### src/pis_pkg.sv
// Constants and types of the PSI5 init sequencer
package pis_pkg;
  // ----------------------------------------
  // Timing
  // ----------------------------------------
  localparam int CLK_PERIOD_NS = 20;
  localparam int ASYNC_PERIOD_NS = 228_000;
  localparam int ASYNC_PERIOD_CYC = ASYNC_PERIOD_NS / CLK_PERIOD_NS;
  localparam int STAB_TIME_US = 1000;
  localparam int OC1_TIME_US = 1000;
  localparam int PME_TIME_US = 1000;
  localparam int OC2_TIME_US = 1000;
  localparam int STAB_CYC = STAB_TIME_US * 1000 / CLK_PERIOD_NS;
  localparam int OC1_CYC = OC1_TIME_US * 1000 / CLK_PERIOD_NS;
  localparam int PME_CYC = PME_TIME_US * 1000 / CLK_PERIOD_NS;
  localparam int OC2_CYC = OC2_TIME_US * 1000 / CLK_PERIOD_NS;
  localparam int PME_PULSES = 4;
  // ----------------------------------------
  // Framing
  // ----------------------------------------
  localparam logic [3:0] K_ASYNC = 4'h8;
  localparam logic [3:0] K_SYNC = 4'h4;
  localparam logic [5:0] FIELDS_10 = 6'h20;
  localparam logic [5:0] FIELDS_8 = 6'h09;
  localparam logic [2:0] TRANS_10 = 3'h2;
  localparam logic [2:0] TRANS_8 = 3'h4;
  // ----------------------------------------
  // Word codes
  // ----------------------------------------
  localparam logic [9:0] ID_BASE_10 = 10'h200;
  localparam logic [9:0] DATA_BASE_10 = 10'h210;
  localparam logic [9:0] BUSY_10 = 10'h1E8;
  localparam logic [9:0] READY_10 = 10'h1E7;
  localparam logic [9:0] DEFECT_10 = 10'h1F4;
  localparam logic [7:0] ID_BASE_8 = 8'h80;
  localparam logic [7:0] DATA_BASE_8 = 8'h84;
  localparam logic [7:0] BUSY_8 = 8'h7C;
  localparam logic [7:0] READY_8 = 8'h7B;
  localparam logic [7:0] DEFECT_8 = 8'h7D;
  typedef enum logic [3:0] {
    ST_STAB = 4'h0, ST_OC1 = 4'h1, ST_PME = 4'h2, ST_OC2 = 4'h3,
    ST_PROG = 4'h4, ST_PH2 = 4'h5, ST_BUSY = 4'h6, ST_RESULT = 4'h7,
    ST_NORMAL = 4'h8
  } pis_state_type;
  typedef struct packed {
    logic [1:0] kind;
    logic [9:0] code;
  } pis_word_type;
  localparam logic [1:0] KIND_ID = 2'h0;
  localparam logic [1:0] KIND_DATA = 2'h1;
  localparam logic [1:0] KIND_STATUS = 2'h2;
endpackage : pis_pkg

### src/pis_init_sequencer.sv
// PSI5 power-up init sequencer with its output FIFO
`timescale 1ns/10ps

module pis_fifo #(
  parameter int WIDTH = 12,
  parameter int DEPTH = 16
) (
  // Clock and reset
  input wire logic ref_clk,
  input wire logic rstn,
  // Fill side
  input wire logic inValid,
  output logic inReady,
  input wire logic [WIDTH-1:0] inData,
  // Drain side
  output logic outValid,
  input wire logic outReady,
  output logic [WIDTH-1:0] outData
);
  localparam int AW = $clog2(DEPTH);
  logic [WIDTH-1:0] mem [DEPTH];
  logic [AW:0] wrPtr_q;
  logic [AW:0] rdPtr_q;
  logic full;
  logic empty;

  assign empty = wrPtr_q == rdPtr_q;
  assign full = (wrPtr_q[AW] != rdPtr_q[AW]) && (wrPtr_q[AW-1:0] == rdPtr_q[AW-1:0]);
  assign inReady = !full;
  assign outValid = !empty;
  assign outData = mem[rdPtr_q[AW-1:0]];

  always_ff @(posedge ref_clk) begin
    if (inValid && !full) begin
      mem[wrPtr_q[AW-1:0]] <= inData;
    end
  end

  always_ff @(posedge ref_clk or negedge rstn) begin
    if (!rstn) begin
      wrPtr_q <= '0;
    end else if (inValid && !full) begin
      wrPtr_q <= wrPtr_q + 1'b1;
    end
  end

  always_ff @(posedge ref_clk or negedge rstn) begin
    if (!rstn) begin
      rdPtr_q <= '0;
    end else if (outReady && !empty) begin
      rdPtr_q <= rdPtr_q + 1'b1;
    end
  end
endmodule : pis_fifo

module pis_init_sequencer import pis_pkg::*; #(
  parameter int STAB_CYCLES = STAB_CYC,
  parameter int OC1_CYCLES = OC1_CYC,
  parameter int PME_CYCLES = PME_CYC,
  parameter int OC2_CYCLES = OC2_CYC,
  parameter int SLOT_CYCLES = ASYNC_PERIOD_CYC
) (
  // Clock and reset
  input wire logic ref_clk,
  input wire logic rstn,
  // Link from the receiver
  input wire logic syncPulse,
  // Configuration
  input wire logic syncMode,
  input wire logic wordLen10,
  input wire logic lockUser,
  input wire logic selfTestPass,
  input wire logic [127:0] initData,
  // Word stream to the transmitter
  output logic txValid,
  input wire logic txReady,
  output pis_word_type txWord,
  // Status
  output logic outputSilent,
  output logic progMode,
  output logic phase2Active,
  output logic normalMode,
  output logic [15:0] phase2Words
);
  pis_state_type state_q;
  logic [31:0] timer_q;
  logic timerDone;
  logic [2:0] syncSh_q;
  logic syncEdge;
  logic [2:0] pmeCount_q;
  logic [31:0] slotTimer_q;
  logic slotTick;
  logic slotPend_q;
  logic fifoReady;
  logic fifoPush;
  logic wordAvail;
  pis_word_type pushWord;
  logic [4:0] field_q;
  logic [3:0] rep_q;
  logic sub_q;
  logic half_q;
  logic [3:0] repK;
  logic [5:0] lastField;
  logic lastWord;
  logic [3:0] nib;
  logic [15:0] sent_q;
  logic progOk;

  // ----------------------------------------
  // Sync pulse input
  // ----------------------------------------
  always_ff @(posedge ref_clk or negedge rstn) begin
    if (!rstn) begin
      syncSh_q <= 3'h0;
    end else begin
      syncSh_q <= {syncSh_q[1:0], syncPulse};
    end
  end
  assign syncEdge = syncSh_q[1] && !syncSh_q[2];

  // ----------------------------------------
  // Phase timers
  // ----------------------------------------
  always_comb begin
    case (state_q)
      ST_STAB: timerDone = timer_q >= 32'(STAB_CYCLES - 1);
      ST_OC1: timerDone = timer_q >= 32'(OC1_CYCLES - 1);
      ST_PME: timerDone = timer_q >= 32'(PME_CYCLES - 1);
      ST_OC2: timerDone = timer_q >= 32'(OC2_CYCLES - 1);
      default: timerDone = 1'b0;
    endcase
  end

  always_ff @(posedge ref_clk or negedge rstn) begin
    if (!rstn) begin
      timer_q <= '0;
    end else if (timerDone) begin
      timer_q <= '0;
    end else begin
      timer_q <= timer_q + 32'h0000_0001;
    end
  end

  always_ff @(posedge ref_clk or negedge rstn) begin
    if (!rstn) begin
      pmeCount_q <= 3'h0;
    end else if (state_q == ST_PME && syncEdge && pmeCount_q != 3'h7) begin
      pmeCount_q <= pmeCount_q + 3'h1;
    end
  end
  // Lock is sampled when the decision falls, not at the pulses
  assign progOk = (pmeCount_q >= 3'(PME_PULSES)) && !lockUser;

  // ----------------------------------------
  // Main sequence
  // ----------------------------------------
  // ordered phase 1
  always_ff @(posedge ref_clk or negedge rstn) begin
    if (!rstn) begin
      state_q <= ST_STAB;
    end else begin
      case (state_q)
        ST_STAB: if (timerDone) state_q <= ST_OC1;
        ST_OC1: if (timerDone) state_q <= ST_PME;
        ST_PME: if (timerDone) state_q <= ST_OC2;
        ST_OC2: if (timerDone) state_q <= progOk ? ST_PROG : ST_PH2;
        ST_PROG: state_q <= ST_PROG;
        ST_PH2: if (fifoPush && lastWord) state_q <= ST_BUSY;
        ST_BUSY: if (fifoPush) state_q <= ST_RESULT;
        ST_RESULT: if (fifoPush) state_q <= ST_NORMAL;
        ST_NORMAL: state_q <= ST_NORMAL;
        default: state_q <= ST_STAB;
      endcase
    end
  end

  // ----------------------------------------
  // Slot timing
  // ----------------------------------------
  always_ff @(posedge ref_clk or negedge rstn) begin
    if (!rstn) begin
      slotTimer_q <= '0;
    end else if (slotTimer_q >= 32'(SLOT_CYCLES - 1)) begin
      slotTimer_q <= '0;
    end else begin
      slotTimer_q <= slotTimer_q + 32'h0000_0001;
    end
  end
  assign slotTick = syncMode ? syncEdge : (slotTimer_q >= 32'(SLOT_CYCLES - 1));

  // one word per slot
  // Ticks outside word states are dropped; a tick in the cycle of a push wins and keeps the slot pending
  always_ff @(posedge ref_clk or negedge rstn) begin
    if (!rstn) begin
      slotPend_q <= 1'b0;
    end else if (slotTick && wordAvail) begin
      slotPend_q <= 1'b1;
    end else if (fifoPush) begin
      slotPend_q <= 1'b0;
    end
  end

  assign wordAvail = state_q == ST_PH2 || state_q == ST_BUSY || state_q == ST_RESULT;
  assign fifoPush = wordAvail && slotPend_q && fifoReady;

  // ----------------------------------------
  // Phase 2 framing
  // ----------------------------------------
  // repetition count
  assign repK = syncMode ? K_SYNC : K_ASYNC;
  assign lastField = (wordLen10 ? FIELDS_10 : FIELDS_8) - 6'h01;
  assign lastWord = sub_q && rep_q == repK - 4'h1 && {1'b0, field_q} == lastField
    && (wordLen10 || half_q);
  assign phase2Words = 16'(wordLen10 ? TRANS_10 : TRANS_8) * 16'(repK)
    * 16'(wordLen10 ? FIELDS_10 : FIELDS_8);

  always_ff @(posedge ref_clk or negedge rstn) begin
    if (!rstn) begin
      sub_q <= 1'b0;
      rep_q <= 4'h0;
      half_q <= 1'b0;
      field_q <= 5'h00;
    end else if (fifoPush && state_q == ST_PH2) begin
      sub_q <= !sub_q;
      if (sub_q) begin
        if (rep_q == repK - 4'h1) begin
          rep_q <= 4'h0;
          half_q <= wordLen10 ? 1'b0 : !half_q;
          if (wordLen10 || half_q) begin
            field_q <= field_q + 5'h01;
          end
        end else begin
          rep_q <= rep_q + 4'h1;
        end
      end
    end
  end

  always_ff @(posedge ref_clk or negedge rstn) begin
    if (!rstn) begin
      sent_q <= 16'h0000;
    end else if (fifoPush && state_q == ST_PH2) begin
      sent_q <= sent_q + 16'h0001;
    end
  end

  // nibbles taken in order from the config/serial vector
  assign nib = initData[{field_q, 2'b00} +: 4];

  always_comb begin
    pushWord.kind = sub_q ? KIND_DATA : KIND_ID;
    pushWord.code = 10'h000;
    if (state_q == ST_BUSY) begin
      pushWord.kind = KIND_STATUS;
      pushWord.code = wordLen10 ? BUSY_10 : {2'b00, BUSY_8};
    end else if (state_q == ST_RESULT) begin
      pushWord.kind = KIND_STATUS;
      if (wordLen10) begin
        pushWord.code = selfTestPass ? READY_10 : DEFECT_10;
      end else begin
        pushWord.code = {2'b00, selfTestPass ? READY_8 : DEFECT_8};
      end
    end else if (wordLen10) begin
      pushWord.code = sub_q ? DATA_BASE_10 + {6'h00, nib} : ID_BASE_10 + {6'h00, field_q[3:0]};
    end else if (sub_q) begin
      pushWord.code = {2'b00, DATA_BASE_8 + {6'h00, half_q ? nib[1:0] : nib[3:2]}};
    end else begin
      pushWord.code = {2'b00, ID_BASE_8 + {6'h00, field_q[0], half_q}};
    end
  end

  // ----------------------------------------
  // Output buffer
  // ----------------------------------------
  // Full FIFO holds the slot, so a slow transmitter stalls the walk
  pis_fifo #(.WIDTH($bits(pis_word_type)), .DEPTH(16)) uFifo (
    .ref_clk(ref_clk),
    .rstn(rstn),
    .inValid(fifoPush),
    .inReady(fifoReady),
    .inData(pushWord),
    .outValid(txValid),
    .outReady(txReady),
    .outData(txWord)
  );

  assign outputSilent = state_q <= ST_PROG;
  assign progMode = state_q == ST_PROG;
  assign phase2Active = state_q == ST_PH2;
  assign normalMode = state_q == ST_NORMAL;

  // ----------------------------------------
  // Checks
  // ----------------------------------------
  property p_silent;
    @(posedge ref_clk) disable iff (!rstn) state_q <= ST_PROG |-> !fifoPush;
  endproperty
  a_silent: assert property (p_silent) else $error("word pushed in phase 1");

  property p_order;
    @(posedge ref_clk) disable iff (!rstn) $changed(state_q) && state_q == ST_OC2 |-> $past(state_q) == ST_PME;
  endproperty
  a_order: assert property (p_order) else $error("offset stage 2 out of order");

  property p_prog;
    @(posedge ref_clk) disable iff (!rstn)
      state_q == ST_OC2 && timerDone |=> (state_q == ST_PROG) == $past(progOk);
  endproperty
  a_prog: assert property (p_prog) else $error("wrong entry decision");

  property p_locked;
    @(posedge ref_clk) disable iff (!rstn)
      state_q == ST_OC2 && timerDone && lockUser |=> state_q == ST_PH2;
  endproperty
  a_locked: assert property (p_locked) else $error("locked part left phase 1 badly");

  property p_id10;
    @(posedge ref_clk) disable iff (!rstn)
      fifoPush && state_q == ST_PH2 && wordLen10 && !sub_q |-> pushWord.code[9:4] == 6'h20;
  endproperty
  a_id10: assert property (p_id10) else $error("bad 10-bit ID code");

  property p_count;
    @(posedge ref_clk) disable iff (!rstn) $rose(state_q == ST_BUSY) |-> sent_q == phase2Words;
  endproperty
  a_count: assert property (p_count) else $error("phase 2 word count wrong");

  property p_k;
    @(posedge ref_clk) disable iff (!rstn)
      $rose(state_q == ST_BUSY) && wordLen10 |-> sent_q == (syncMode ? 16'h0100 : 16'h0200);
  endproperty
  a_k: assert property (p_k) else $error("10-bit repetition wrong");

  property p_busy;
    @(posedge ref_clk) disable iff (!rstn)
      state_q == ST_BUSY && fifoPush |=> state_q == ST_RESULT ##0 $past(pushWord.kind) == KIND_STATUS;
  endproperty
  a_busy: assert property (p_busy) else $error("busy word missing");

  property p_slot;
    @(posedge ref_clk) disable iff (!rstn) fifoPush |=> !fifoPush;
  endproperty
  a_slot: assert property (p_slot) else $error("two words in one slot");

  c_prog: cover property (@(posedge ref_clk) disable iff (!rstn) state_q == ST_PROG);
  c_norm10: cover property (@(posedge ref_clk) disable iff (!rstn) normalMode && wordLen10);
  c_norm8: cover property (@(posedge ref_clk) disable iff (!rstn) normalMode && !wordLen10);
  c_full: cover property (@(posedge ref_clk) disable iff (!rstn) wordAvail && !fifoReady);
endmodule : pis_init_sequencer

### config.mk
export PLATFORM = sky130hd
export DESIGN_NAME = pis_init_sequencer
export DESIGN_NICKNAME = d
export VERILOG_FILES = /design/src/pis_pkg.sv /design/src/pis_init_sequencer.sv
export SDC_FILE = /design/constraint.sdc
export NUM_CORES = 1
export LEC_CHECK = 0
export BUFFER_PORTS_ARGS = -buffer_cell sky130_fd_sc_hd__buf_2
export CORE_MARGIN = 2
export CORE_UTILIZATION = 45
export CTS_CLUSTER_SIZE = 24
export DETAILED_ROUTE_END_ITERATION = 8
export PLACE_DENSITY = 0.71
export SYNTH_ARGS = -nofsm -noshare
export SYNTH_HDL_FRONTEND = slang
export SYNTH_HIERARCHICAL = 1
export SYNTH_SLANG_ARGS = --single-unit
### constraint.sdc
create_clock -name ref_clk -period 4.1 [get_ports ref_clk]
set_clock_uncertainty 0.05 [all_clocks]
set_input_delay 0.205 -clock ref_clk [delete_from_list [all_inputs] [get_ports ref_clk]]
set_output_delay 0.205 -clock ref_clk [all_outputs]
set_load 0.03 [all_outputs]
==> results.yml, run 1 <==
place:
  place_congestion: 0.888
  dp_hpwl_mm: 19.9
  port_buffers: 162
timing:
  highest_clock_frequency_the_design_can_meet_mhz: 311
  slew_viols_final: 0
  report.final.hold_viol_count: 0
  setup_violations: 0
  relSlewSlack: 0.170
  worst_slew_pin_slew_ns: 1.24
  layout_worst_path_cycle_share: 0.785
  fin_setup_tns_ns: 0
  post-route-min-period_ns: 3.22
  grt_setup_unrepaired: "no"
detailed_routing:
  dr.pass1.iters: 5
  dr_total_vias: 8348
  vias_per_cell: 5.52
  postRouteWirelength_mm: 30.3
  detail_route.wl_per_cell_um: 20.0
  detail-route-antenna-nets: 0
  drc_errors: 0
  drt_iter0_markers: 712
grt:
  grt_antenna_before_repair: 0
  gr-total-overflow: 0
  first_pass_grt_wire_length_mm: 47.6
  grt_max_degree: 67
  first_global_vias: 8427
  grt_util_all_layers: 0.198
clock_tree:
  postCtsResizedCells: 0
  clk_pin_slew_ns: 0.06
  numClockSinks: 288
  tritoncts: "built"
  number_of_levels_the_h_tree_was_split_into: 1
  cts_setup_buffers: 0
  cts_buffers: 28
  clock_tree.buffer_depth: 3
  clk-insertion-delay-late_ns: 0.53
  ctsRootBufferMaster: "sky130_fd_sc_hd__clkbuf_16"
worst_setup_path:
  timing.critical_path.arrival_ns: 3.37
  setup.reg_to_reg.worst_slack_ns: 0.88
  critical_path.reg2reg.endpoint: "uFifo/mem[0][1]"
  crit_path_end_kind: "register"
  critPathLaunch: "field_q[0]"
  crit_chain: "buf_4 -> mux4_2 -> nand2_1 -> a31oi_1 -> o2111ai_1 -> a21oi_1"
  worst_path_class_setup: "reg -> reg"
  r2r-start: "field_q[0]"
  path_max_fanout: 21
  critPathSlowestCell: "sky130_fd_sc_hd__dfrtp_1"
  r2r_cells: 6
  crit_required_ns: 4.25
  critical_path.max_stage_delay_ns: 1.07
  crit_path_start_kind: "register"
  critical_path.endpoint: "uFifo/mem[0][1]"
cells_and_area:
  syn2layout_area_growth_pct: 16.5
  antenna_cells_inserted: 0
  leading_cell_type_in_the_layout_fill_and_taps_excluded: "sky130_fd_sc_hd__edfxtp_1"
  final_net_count: 1261
  layout_cell_share_with_drive_strength_beyond_1: 0.273
  mostFrequentLayoutCells: "sky130_fd_sc_hd__edfxtp_1, sky130_fd_sc_hd__buf_2, sky130_fd_sc_hd__nor2_1"
  filler_cell_count: 2428
synthesis:
  part_of_the_yosys_area_used_for_sequential_elements: 0.605
  synth.largest_area_cell: "sky130_fd_sc_hd__edfxtp_1"
  ys_warn_count: 6
  synthesis.area_um2: 13500
  synth_instances: 907
  synth_top_cell_area_share: 0.427
  ys_top_cells_by_area: "sky130_fd_sc_hd__edfxtp_1, sky130_fd_sc_hd__dfrtp_1, sky130_fd_sc_hd__mux4_2"
  postSynthAreaPerCell_um2: 14.9
  ys_seq_elements: 288
  synth.lib_cells_used.distinct: 67
  async_set_or_reset_register_ratio_after_synthesis: 0.333
  synthFlopType: "sky130_fd_sc_hd__edfxtp_1"
  synth-edff-count: 192
power_and_ir_drop:
  vdd_drop_max_v: 0.000323
  clock_power_share: 0.435
  power.switching_mw: 1.14
  p_int_mw: 4.65
  design_power_total_mw: 5.79
  power_switching_share: 0.197
  pwr-share-seq: 0.535
  power.static_leakage_nw: 5.92
  power.density_nw_per_um2: 368
  combinationalPowerShare: 0.030
floorplan:
  design.die.area_um2: 31400
  initial_core_util: 0.457
  floorplan.die.height_um: 177
  num_rows: 63
  top_level_ports: 169
  die-width_um: 177
  core_area_um2: 29600
min_path:
  worstHoldPathType: "in -> reg"
run:
  maxCapViolCount: 0
status:
  run_status: "completed"
[repair_timing]
action                                  CTS  global route
endpoints found under the setup margin    0             0
endpoints found under the hold margin    69             0
hold buffers                              3             0
[power groups by stage]
stage | registers [mW] | logic [mW] | clock network, mW
final | 3.09 | 0.176 | 2.52
after global routing | 3.09 | 0.195 | 2.69
after CTS | 3.09 | 0.178 | 2.57
after detailed placement | 3.15 | 0.175 | 0
after global placement | 3.15 | 0.174 | 0
after floorplan | 3.15 | 0.0738 | 0
[cell usage after synthesis (all sizes together), types with 11 or more instances]
library cell	n
mux2i	19
nand2	59
buf	33
a21oi	11
and3	11
dfrtp	96
inv	16
ha	24
a22oi	24
edfxtp	192
mux4	79
clkbuf	20
nand3	29
xnor2	32
nand4	13
xor2	32
nor2	95
[metrics by stage]
step	std cells	area [um2]	setup slack (ns)	hold WS (ns)	utilization
4_1_cts	1513	15700	0.850	0.0311	0.532
3_3_place_gp	1458	14800	0.877	0.271	0.500
6_report	1513	15700	0.881	0.0557	0.532
5_1_grt	1513	15700	0.465	0.0623	0.532
2_1_floorplan	930	13600	1.07	-0.141	-
3_5_place_dp	1458	14800	0.850	0.276	0.500
[state kept, by name, summed over array words and instances, names as in the netlist, 3 cells and up]
signal         count
uFifo/mem        192
rep_q              4
field_q            5
uFifo/wrPtr_q      5
syncSh_q           3
state_q            4
slotTimer_q       32
uFifo/rdPtr_q      5
pmeCount_q         3
timer_q           32
[worst max-delay path: cells and delay by family, from the launching register on]
family,cells,cell delay [ns]
compound gates,3,1.13
mux,1,0.24
flops,1,1.07
buf+inv,1,0.35
simple gates,1,0.05
[final cells by class]
class / count / area, um2 / area share
Sequential cell: 288 / 8170 / 0.519
Inverter: 17 / 63.8 / 0.00406
Clock buffer: 36 / 751 / 0.0477
Multi-Input combinational cell: 572 / 5040 / 0.320
Timing Repair Buffer: 194 / 1060 / 0.0674
Clock inverter: 16 / 158 / 0.0100
Tap cell: 390 / 488 / 0.0310
[worst min-delay path by stage]
stage	to	start	slack (ns)	depth (start not counted)
5_1_grt	slotPend_q	syncMode	0.06	3
6_report	slotPend_q	syncMode	0.06	3
3_3_place_gp	syncSh_q[0]	syncPulse	0.27	1
2_1_floorplan	field_q[0]	rstn	-0.14	0
3_5_place_dp	syncSh_q[0]	syncPulse	0.28	1
4_1_cts	slotPend_q	syncMode	0.03	3
[per-layer routing]
layer  GRT usage  part of all wire  up-vias
met2       0.327              0.49      206
met3      0.0301             0.051       41
li1            -                 -     3842
met5           0                 0        -
met1       0.280              0.44     4259
met4      0.0417             0.019        0
[cells by family (layout without fill, tap and decap cells)]
logic type               count (synthesis)  after routing  share of synthesized area
AO/OA/AOI/OAI                           80             80                     0.0425
XOR/XNOR                                64             64                     0.0415
adder cells (fa/ha/maj)                 24             24                     0.0222
buffers and inverters                   70            263                     0.0296
flip-flops                             288            288                      0.605
multiplexers                           108            108                      0.161
other                                    1             24                   0.000278
AND/OR/NAND/NOR                        272            272                     0.0974
Note: power is estimated with default switching activity, not from simulation.
==> run 2, diff against run 1 <==
--- a/config.mk
+++ b/config.mk
@@ -5,12 +5,13 @@
 export SDC_FILE = /design/constraint.sdc
 export NUM_CORES = 1
 export LEC_CHECK = 0
+export ABC_AREA = 1
 export BUFFER_PORTS_ARGS = -buffer_cell sky130_fd_sc_hd__buf_2
 export CORE_MARGIN = 2
 export CORE_UTILIZATION = 45
 export CTS_CLUSTER_SIZE = 24
 export DETAILED_ROUTE_END_ITERATION = 8
-export PLACE_DENSITY = 0.71
+export PLACE_DENSITY = 0.74
 export SYNTH_ARGS = -nofsm -noshare
 export SYNTH_HDL_FRONTEND = slang
 export SYNTH_HIERARCHICAL = 1
==> constraint.sdc (replaced) <==
create_clock -name ref_clk -period 2.95 [get_ports ref_clk]
set_clock_uncertainty 0.05 [all_clocks]
set_input_delay 0.1475 -clock ref_clk [delete_from_list [all_inputs] [get_ports ref_clk]]
set_output_delay 0.1475 -clock ref_clk [all_outputs]
set_load 0.03 [all_outputs]
==> results.yml, run 2 <==
worst_setup_path:
  crit_required_ns: 2.75
  r2r-start: "field_q[0]"
  crit_path_end_kind: "primary output"
  timing.critical_path.arrival_ns: 2.59
  crit_path_start_kind: "register"
  critical_path.endpoint: "txWord[1]"
  setup.reg_to_reg.worst_slack_ns: 0.37
  path_max_fanout: 63
  critPathLaunch: "uFifo/rdPtr_q[1]"
  critical_path.reg2reg.endpoint: "uFifo/mem[15][1]"
  worst_path_class_setup: "reg -> out"
  r2r_cells: 11
grt:
  first_global_vias: 11200
  grt_antenna_before_repair: 1
  groute.layer.met1.usage: 0.297
  grt_max_degree: 100
  grt_busiest_layer: "met2"
  grt.met3_usage: 0.0275
  first_pass_grt_wire_length_mm: 57.5
  gr-total-overflow: 0
  use_met2: 0.353
  grt_util_all_layers: 0.212
cells_and_area:
  layout.area.seq_um2: 8170
  final_net_count: 1968
  layout_cell_share_with_drive_strength_beyond_1: 0.171
  syn2layout_area_growth_pct: 16.1
  multi_input_comb_area_um2: 5540
  leading_cell_type_in_the_layout_fill_and_taps_excluded: "sky130_fd_sc_hd__nand2_1"
  mostFrequentLayoutCells: "sky130_fd_sc_hd__nand2_1, sky130_fd_sc_hd__nor2_1, sky130_fd_sc_hd__edfxtp_1"
  filler_cell_count: 2774
  utilization: 0.532
  largest_reg_flops: 192
status:
  run_status: "completed"
min_path:
  worstHoldPathType: "in -> reg"
synthesis:
  part_of_the_yosys_area_used_for_sequential_elements: 0.563
  synthesis.area_um2: 14500
  top_count_cell_post_synth: "sky130_fd_sc_hd__nand2_1"
  ys_warn_count: 6
  synth_instances: 1616
  async_set_or_reset_register_ratio_after_synthesis: 0.333
  synth.lib_cells_used.distinct: 47
  ys_seq_elements: 288
  synthFlopType: "sky130_fd_sc_hd__edfxtp_1"
  synth_top_cell_area_share: 0.397
  synth.largest_area_cell: "sky130_fd_sc_hd__edfxtp_1"
  postSynthAreaPerCell_um2: 8.98
  yosys-top-cells-count: "sky130_fd_sc_hd__nand2_1, sky130_fd_sc_hd__nor2_1, sky130_fd_sc_hd__edfxtp_1, sky130_fd_sc_hd__inv_1, sky130_fd_sc_hd__o21ai_0"
  ys_top_cells_by_area: "sky130_fd_sc_hd__edfxtp_1, sky130_fd_sc_hd__dfrtp_1, sky130_fd_sc_hd__nand2_1"
  synth-edff-count: 192
detailed_routing:
  drc_errors: 0
  postRouteWirelength_mm: 35.2
  detail_route.wl_per_cell_um: 15.8
  drt_iter0_markers: 1122
  dr.pass1.iters: 6
  dr_total_vias: 11600
  detail-route-antenna-nets: 0
  vias_per_cell: 5.20
timing:
  slew_viols_final: 0
  worst_slew_pin_slew_ns: 1.21
  fin_setup_tns_ns: 0
  layout_worst_path_cycle_share: 0.946
  setup_violations: 0
  relSlewSlack: 0.192
  post-route-min-period_ns: 2.79
  report.final.hold_viol_count: 0
  grt_setup_unrepaired: "no"
  highest_clock_frequency_the_design_can_meet_mhz: 358
floorplan:
  num_rows: 65
  design.die.area_um2: 33700
  top_level_ports: 169
  floorplan.die.height_um: 184
  core_area_um2: 31600
  initial_core_util: 0.458
  die-width_um: 184
power_and_ir_drop:
  power.density_nw_per_um2: 477
  vdd_drop_max_v: 0.000521
  design_power_total_mw: 8.04
  power.static_leakage_nw: 7.41
clock_tree:
  clk_pin_slew_ns: 0.06
  ctsRootBufferMaster: "sky130_fd_sc_hd__clkbuf_16"
  clk-insertion-delay-late_ns: 0.54
  tritoncts: "built"
  numClockSinks: 288
  number_of_levels_the_h_tree_was_split_into: 1
  clock_tree.buffer_depth: 3
  cts_buffers: 28
run:
  maxCapViolCount: 0
place:
  port_buffers: 162
  place_congestion: 0.920
  dp_hpwl_mm: 23.6
-- run 2: worst max-delay path, stage by stage, from the launching register on --
cell and delay (ns):
sky130_fd_sc_hd__dfrtp_2 0.39, sky130_fd_sc_hd__buf_4 0.60, sky130_fd_sc_hd__o21ai_0 0.19, sky130_fd_sc_hd__o21ai_0 0.26
sky130_fd_sc_hd__nand2_1 0.11, sky130_fd_sc_hd__nand2_1 0.09, sky130_fd_sc_hd__inv_1 0.06, sky130_fd_sc_hd__nand2_1 0.09
sky130_fd_sc_hd__buf_2 0.21
-- run 2: cell type report --
type	count	area share
flip-flops and latches	288	0.485
multi-input cells	1149	0.329
repair buffers	211	0.0730
clock buffers	38	0.0458
well taps	402	0.0299
inverters	130	0.0293
clock inverters	13	0.00758
diodes	1	0.000149
-- run 2: report_power, final --
part	total, mW	internal (mW)	switching (mW)
clock network	3.48	2.01	1.47
registers	4.30	4.30	0.00416
logic	0.255	0.105	0.150
total	8.04	6.41	1.63
-- run 2: kinds of logic after synthesis --
| family | after synthesis | synth area share |
|---|---|---|
| adders and majority gates | 24 | 0.0207 |
| buffers and inverters | 202 | 0.0614 |
| DFF | 288 | 0.563 |
| other | 1 | 0.000259 |
| and+or+nand+nor | 862 | 0.256 |
| muxes | 1 | 0.000776 |
| AOI/OAI and AO/OA | 195 | 0.0716 |
| xor gates and xnor gates | 43 | 0.0260 |
-- run 2: worst min-delay path by stage --
stage / startpoint / to / slack (ns) / depth (start not counted)
after floorplan: rstn / field_q[0] / -0.20 / 0
after global placement: rstn / timer_q[5] / 0.12 / 1
after detailed placement: rstn / timer_q[0] / 0.11 / 1
after CTS: lockUser / state_q[0] / 0.04 / 4
after global routing: lockUser / state_q[0] / 0.09 / 4
final: lockUser / state_q[0] / 0.05 / 4
-- run 2: timing repair --
| item | CTS | global route |
|---|---|---|
| hold endpoints to repair | 47 | 0 |
| setup buffers | 0 | 0 |
| gates cloned | 0 | 0 |
| setup endpoints to repair | 10 | 20 |
| resized for setup | 2 | 3 |
| hold buffers | 4 | 0 |
-- run 2: through the flow --
| step | hold slack [ns] | std cells | setup slack, ns | cell area [um2] |
|---|---|---|---|---|
| finish | 0.0516 | 2232 | 0.159 | 16800 |
| detailed placement | 0.115 | 2176 | 0.246 | 15900 |
| CTS | 0.0386 | 2231 | 0.118 | 16800 |
| global placement | 0.115 | 2176 | 0.328 | 15900 |
| floorplan | -0.198 | 1639 | 0.160 | 14600 |
| global route | 0.0875 | 2232 | 0.00673 | 16800 |
-- run 2: metal layers --
| layer | up-vias | part of all wire |
|---|---|---|
| li1 | 5681 | - |
| met4 | 0 | 0.022 |
| met3 | 52 | 0.070 |
| met1 | 5510 | 0.43 |
| met2 | 374 | 0.48 |
| met5 | - | 0 |
==> run 3, diff against run 2 <==
--- a/config.mk
+++ b/config.mk
@@ -5,13 +5,13 @@
 export SDC_FILE = /design/constraint.sdc
 export NUM_CORES = 1
 export LEC_CHECK = 0
-export ABC_AREA = 1
 export BUFFER_PORTS_ARGS = -buffer_cell sky130_fd_sc_hd__buf_2
 export CORE_MARGIN = 2
-export CORE_UTILIZATION = 45
+export CORE_UTILIZATION = 32
 export CTS_CLUSTER_SIZE = 24
 export DETAILED_ROUTE_END_ITERATION = 8
-export PLACE_DENSITY = 0.74
+export HOLD_SLACK_MARGIN = 0.15
+export PLACE_DENSITY = 0.58
 export SYNTH_ARGS = -nofsm -noshare
 export SYNTH_HDL_FRONTEND = slang
 export SYNTH_HIERARCHICAL = 1
==> results.yml, run 3 (synthesis results as in run 1) <==
timing:
  slew_viols_final: 0
  highest_clock_frequency_the_design_can_meet_mhz: 363
  report.final.hold_viol_count: 0
  relSlewSlack: 0.498
  layout_worst_path_cycle_share: 0.933
  setup_violations: 0
  grt_setup_unrepaired: "no"
  post-route-min-period_ns: 2.75
  worst_slew_pin_slew_ns: 0.754
run:
  maxCapViolCount: 0
floorplan:
  core_area_um2: 41800
  floorplan.die.height_um: 209
  die-width_um: 209
  design.die.area_um2: 43800
  num_rows: 75
  top_level_ports: 169
  initial_core_util: 0.323
cells_and_area:
  mostFrequentLayoutCells: "sky130_fd_sc_hd__edfxtp_1, sky130_fd_sc_hd__buf_2, sky130_fd_sc_hd__nor2_1"
  multi_input_comb_area_um2: 5040
  leading_cell_type_in_the_layout_fill_and_taps_excluded: "sky130_fd_sc_hd__edfxtp_1"
  syn2layout_area_growth_pct: 19.9
  largest_reg_flops: 192
  antenna_cells_inserted: 0
  utilization: 0.388
  layout_cell_share_with_drive_strength_beyond_1: 0.286
  filler_cell_count: 3853
  final_net_count: 1284
  layout.area.seq_um2: 8170
power_and_ir_drop:
  power.switching_mw: 1.67
  clock_power_share: 0.453
  power_switching_share: 0.200
  p_int_mw: 6.65
  power.static_leakage_nw: 6.07
  vdd_drop_max_v: 0.000428
  combinationalPowerShare: 0.030
  pwr-share-seq: 0.517
  power.density_nw_per_um2: 514
  design_power_total_mw: 8.32
worst_setup_path:
  crit_path_start_kind: "register"
  crit_path_end_kind: "primary output"
  timing.critical_path.arrival_ns: 2.55
  worst_path_class_setup: "reg -> out"
  path_max_fanout: 51
  crit_required_ns: 2.75
clock_tree:
  tritoncts: "built"
  clk_pin_slew_ns: 0.06
  number_of_levels_the_h_tree_was_split_into: 1
  cts_setup_buffers: 0
  cts_buffers: 29
  ctsRootBufferMaster: "sky130_fd_sc_hd__clkbuf_16"
  numClockSinks: 288
  clk-insertion-delay-late_ns: 0.55
  clock_tree.buffer_depth: 3
detailed_routing:
  detail_route.wl_per_cell_um: 18.5
  postRouteWirelength_mm: 31.2
  detail-route-antenna-nets: 0
  vias_per_cell: 4.96
  dr.pass1.iters: 6
  dr_total_vias: 8367
  drc_errors: 0
  drt_iter0_markers: 622
grt:
  first_pass_grt_wire_length_mm: 49.4
  first_global_vias: 8715
  grt_max_degree: 97
  grt_antenna_before_repair: 0
  grt_util_all_layers: 0.144
  gr-total-overflow: 0
place:
  port_buffers: 162
  dp_hpwl_mm: 20.7
  place_congestion: 0.808
status:
  run_status: "completed"
min_path:
  worstHoldPathType: "in -> reg"
## run 3: path summary, 6_finish.rpt
path / start / end / slack, ns / cells past startpoint
max: uFifo/rdPtr_q[2] / txWord[4] / 0.20 / 5
min: syncPulse / syncSh_q[0] / 0.20 / 2
max reg2reg: uFifo/wrPtr_q[2] / field_q[1] / 0.28 / 9
min reg2reg: syncSh_q[0] / syncSh_q[1] / 0.32 / 0
max in group asynchronous: rstn / field_q[1] / 1.69 / 4
min in group asynchronous: rstn / slotTimer_q[4] / 0.71 / 4
## run 3: routing by layer
layer / part of all wire / wire length [um] / vias up / global-route usage
met3: 0.037 / 1140 / 38 / 0.0214
met5: 0 / 0 / - / 0
met4: 0.014 / 450 / 0 / 0.0266
met2: 0.49 / 15400 / 158 / 0.245
met1: 0.45 / 14200 / 4281 / 0.198
li1: - / - / 3890 / -
## run 3: cell type report
cell class,count,area share
flip-flops and latches,288,0.505
multi-input cells,572,0.311
repair buffers,216,0.0778
clock buffers,31,0.0453
well taps,539,0.0417
clock inverters,23,0.0151
inverters,17,0.00394
## run 3: worst max-delay path, stage by stage, from the launching register on
cell and delay [ns]:
sky130_fd_sc_hd__dfrtp_2 0.37, sky130_fd_sc_hd__buf_4 0.60, sky130_fd_sc_hd__mux4_1 0.40, sky130_fd_sc_hd__a22oi_1 0.33
sky130_fd_sc_hd__nand2_1 0.09, sky130_fd_sc_hd__buf_2 0.19
## run 3: power groups by stage
stage | registers, mW | clock network (mW) | logic, mW
4_1_cts | 4.30 | 3.85 | 0.256
3_3_place_gp | 4.38 | 0 | 0.246
2_1_floorplan | 4.38 | 0 | 0.103
3_5_place_dp | 4.38 | 0 | 0.249
5_1_grt | 4.30 | 4.02 | 0.279
6_report | 4.30 | 3.77 | 0.253
## run 3: what timing repair did
| action | 4_1_cts | 5_1_grt |
|---|---|---|
| endpoints found under the setup margin | 0 | 16 |
| gates resized for setup | 0 | 1 |
| endpoints found under the hold margin | 104 | 0 |
| hold buffers | 6 | 0 |
## run 3: metrics by stage
stage	hold WS, ns	cell area, um2	setup WS [ns]	cells	setup TNS (ns)
after CTS	0.181	16200	0.0286	1686	0
final	0.198	16200	0.198	1686	0
after floorplan	-0.198	13600	-0.0476	930	-1.14
after global routing	0.191	16200	0.0298	1686	0
after global placement	0.194	15100	0.119	1626	0
after detailed placement	0.197	15100	0.0500	1626	0
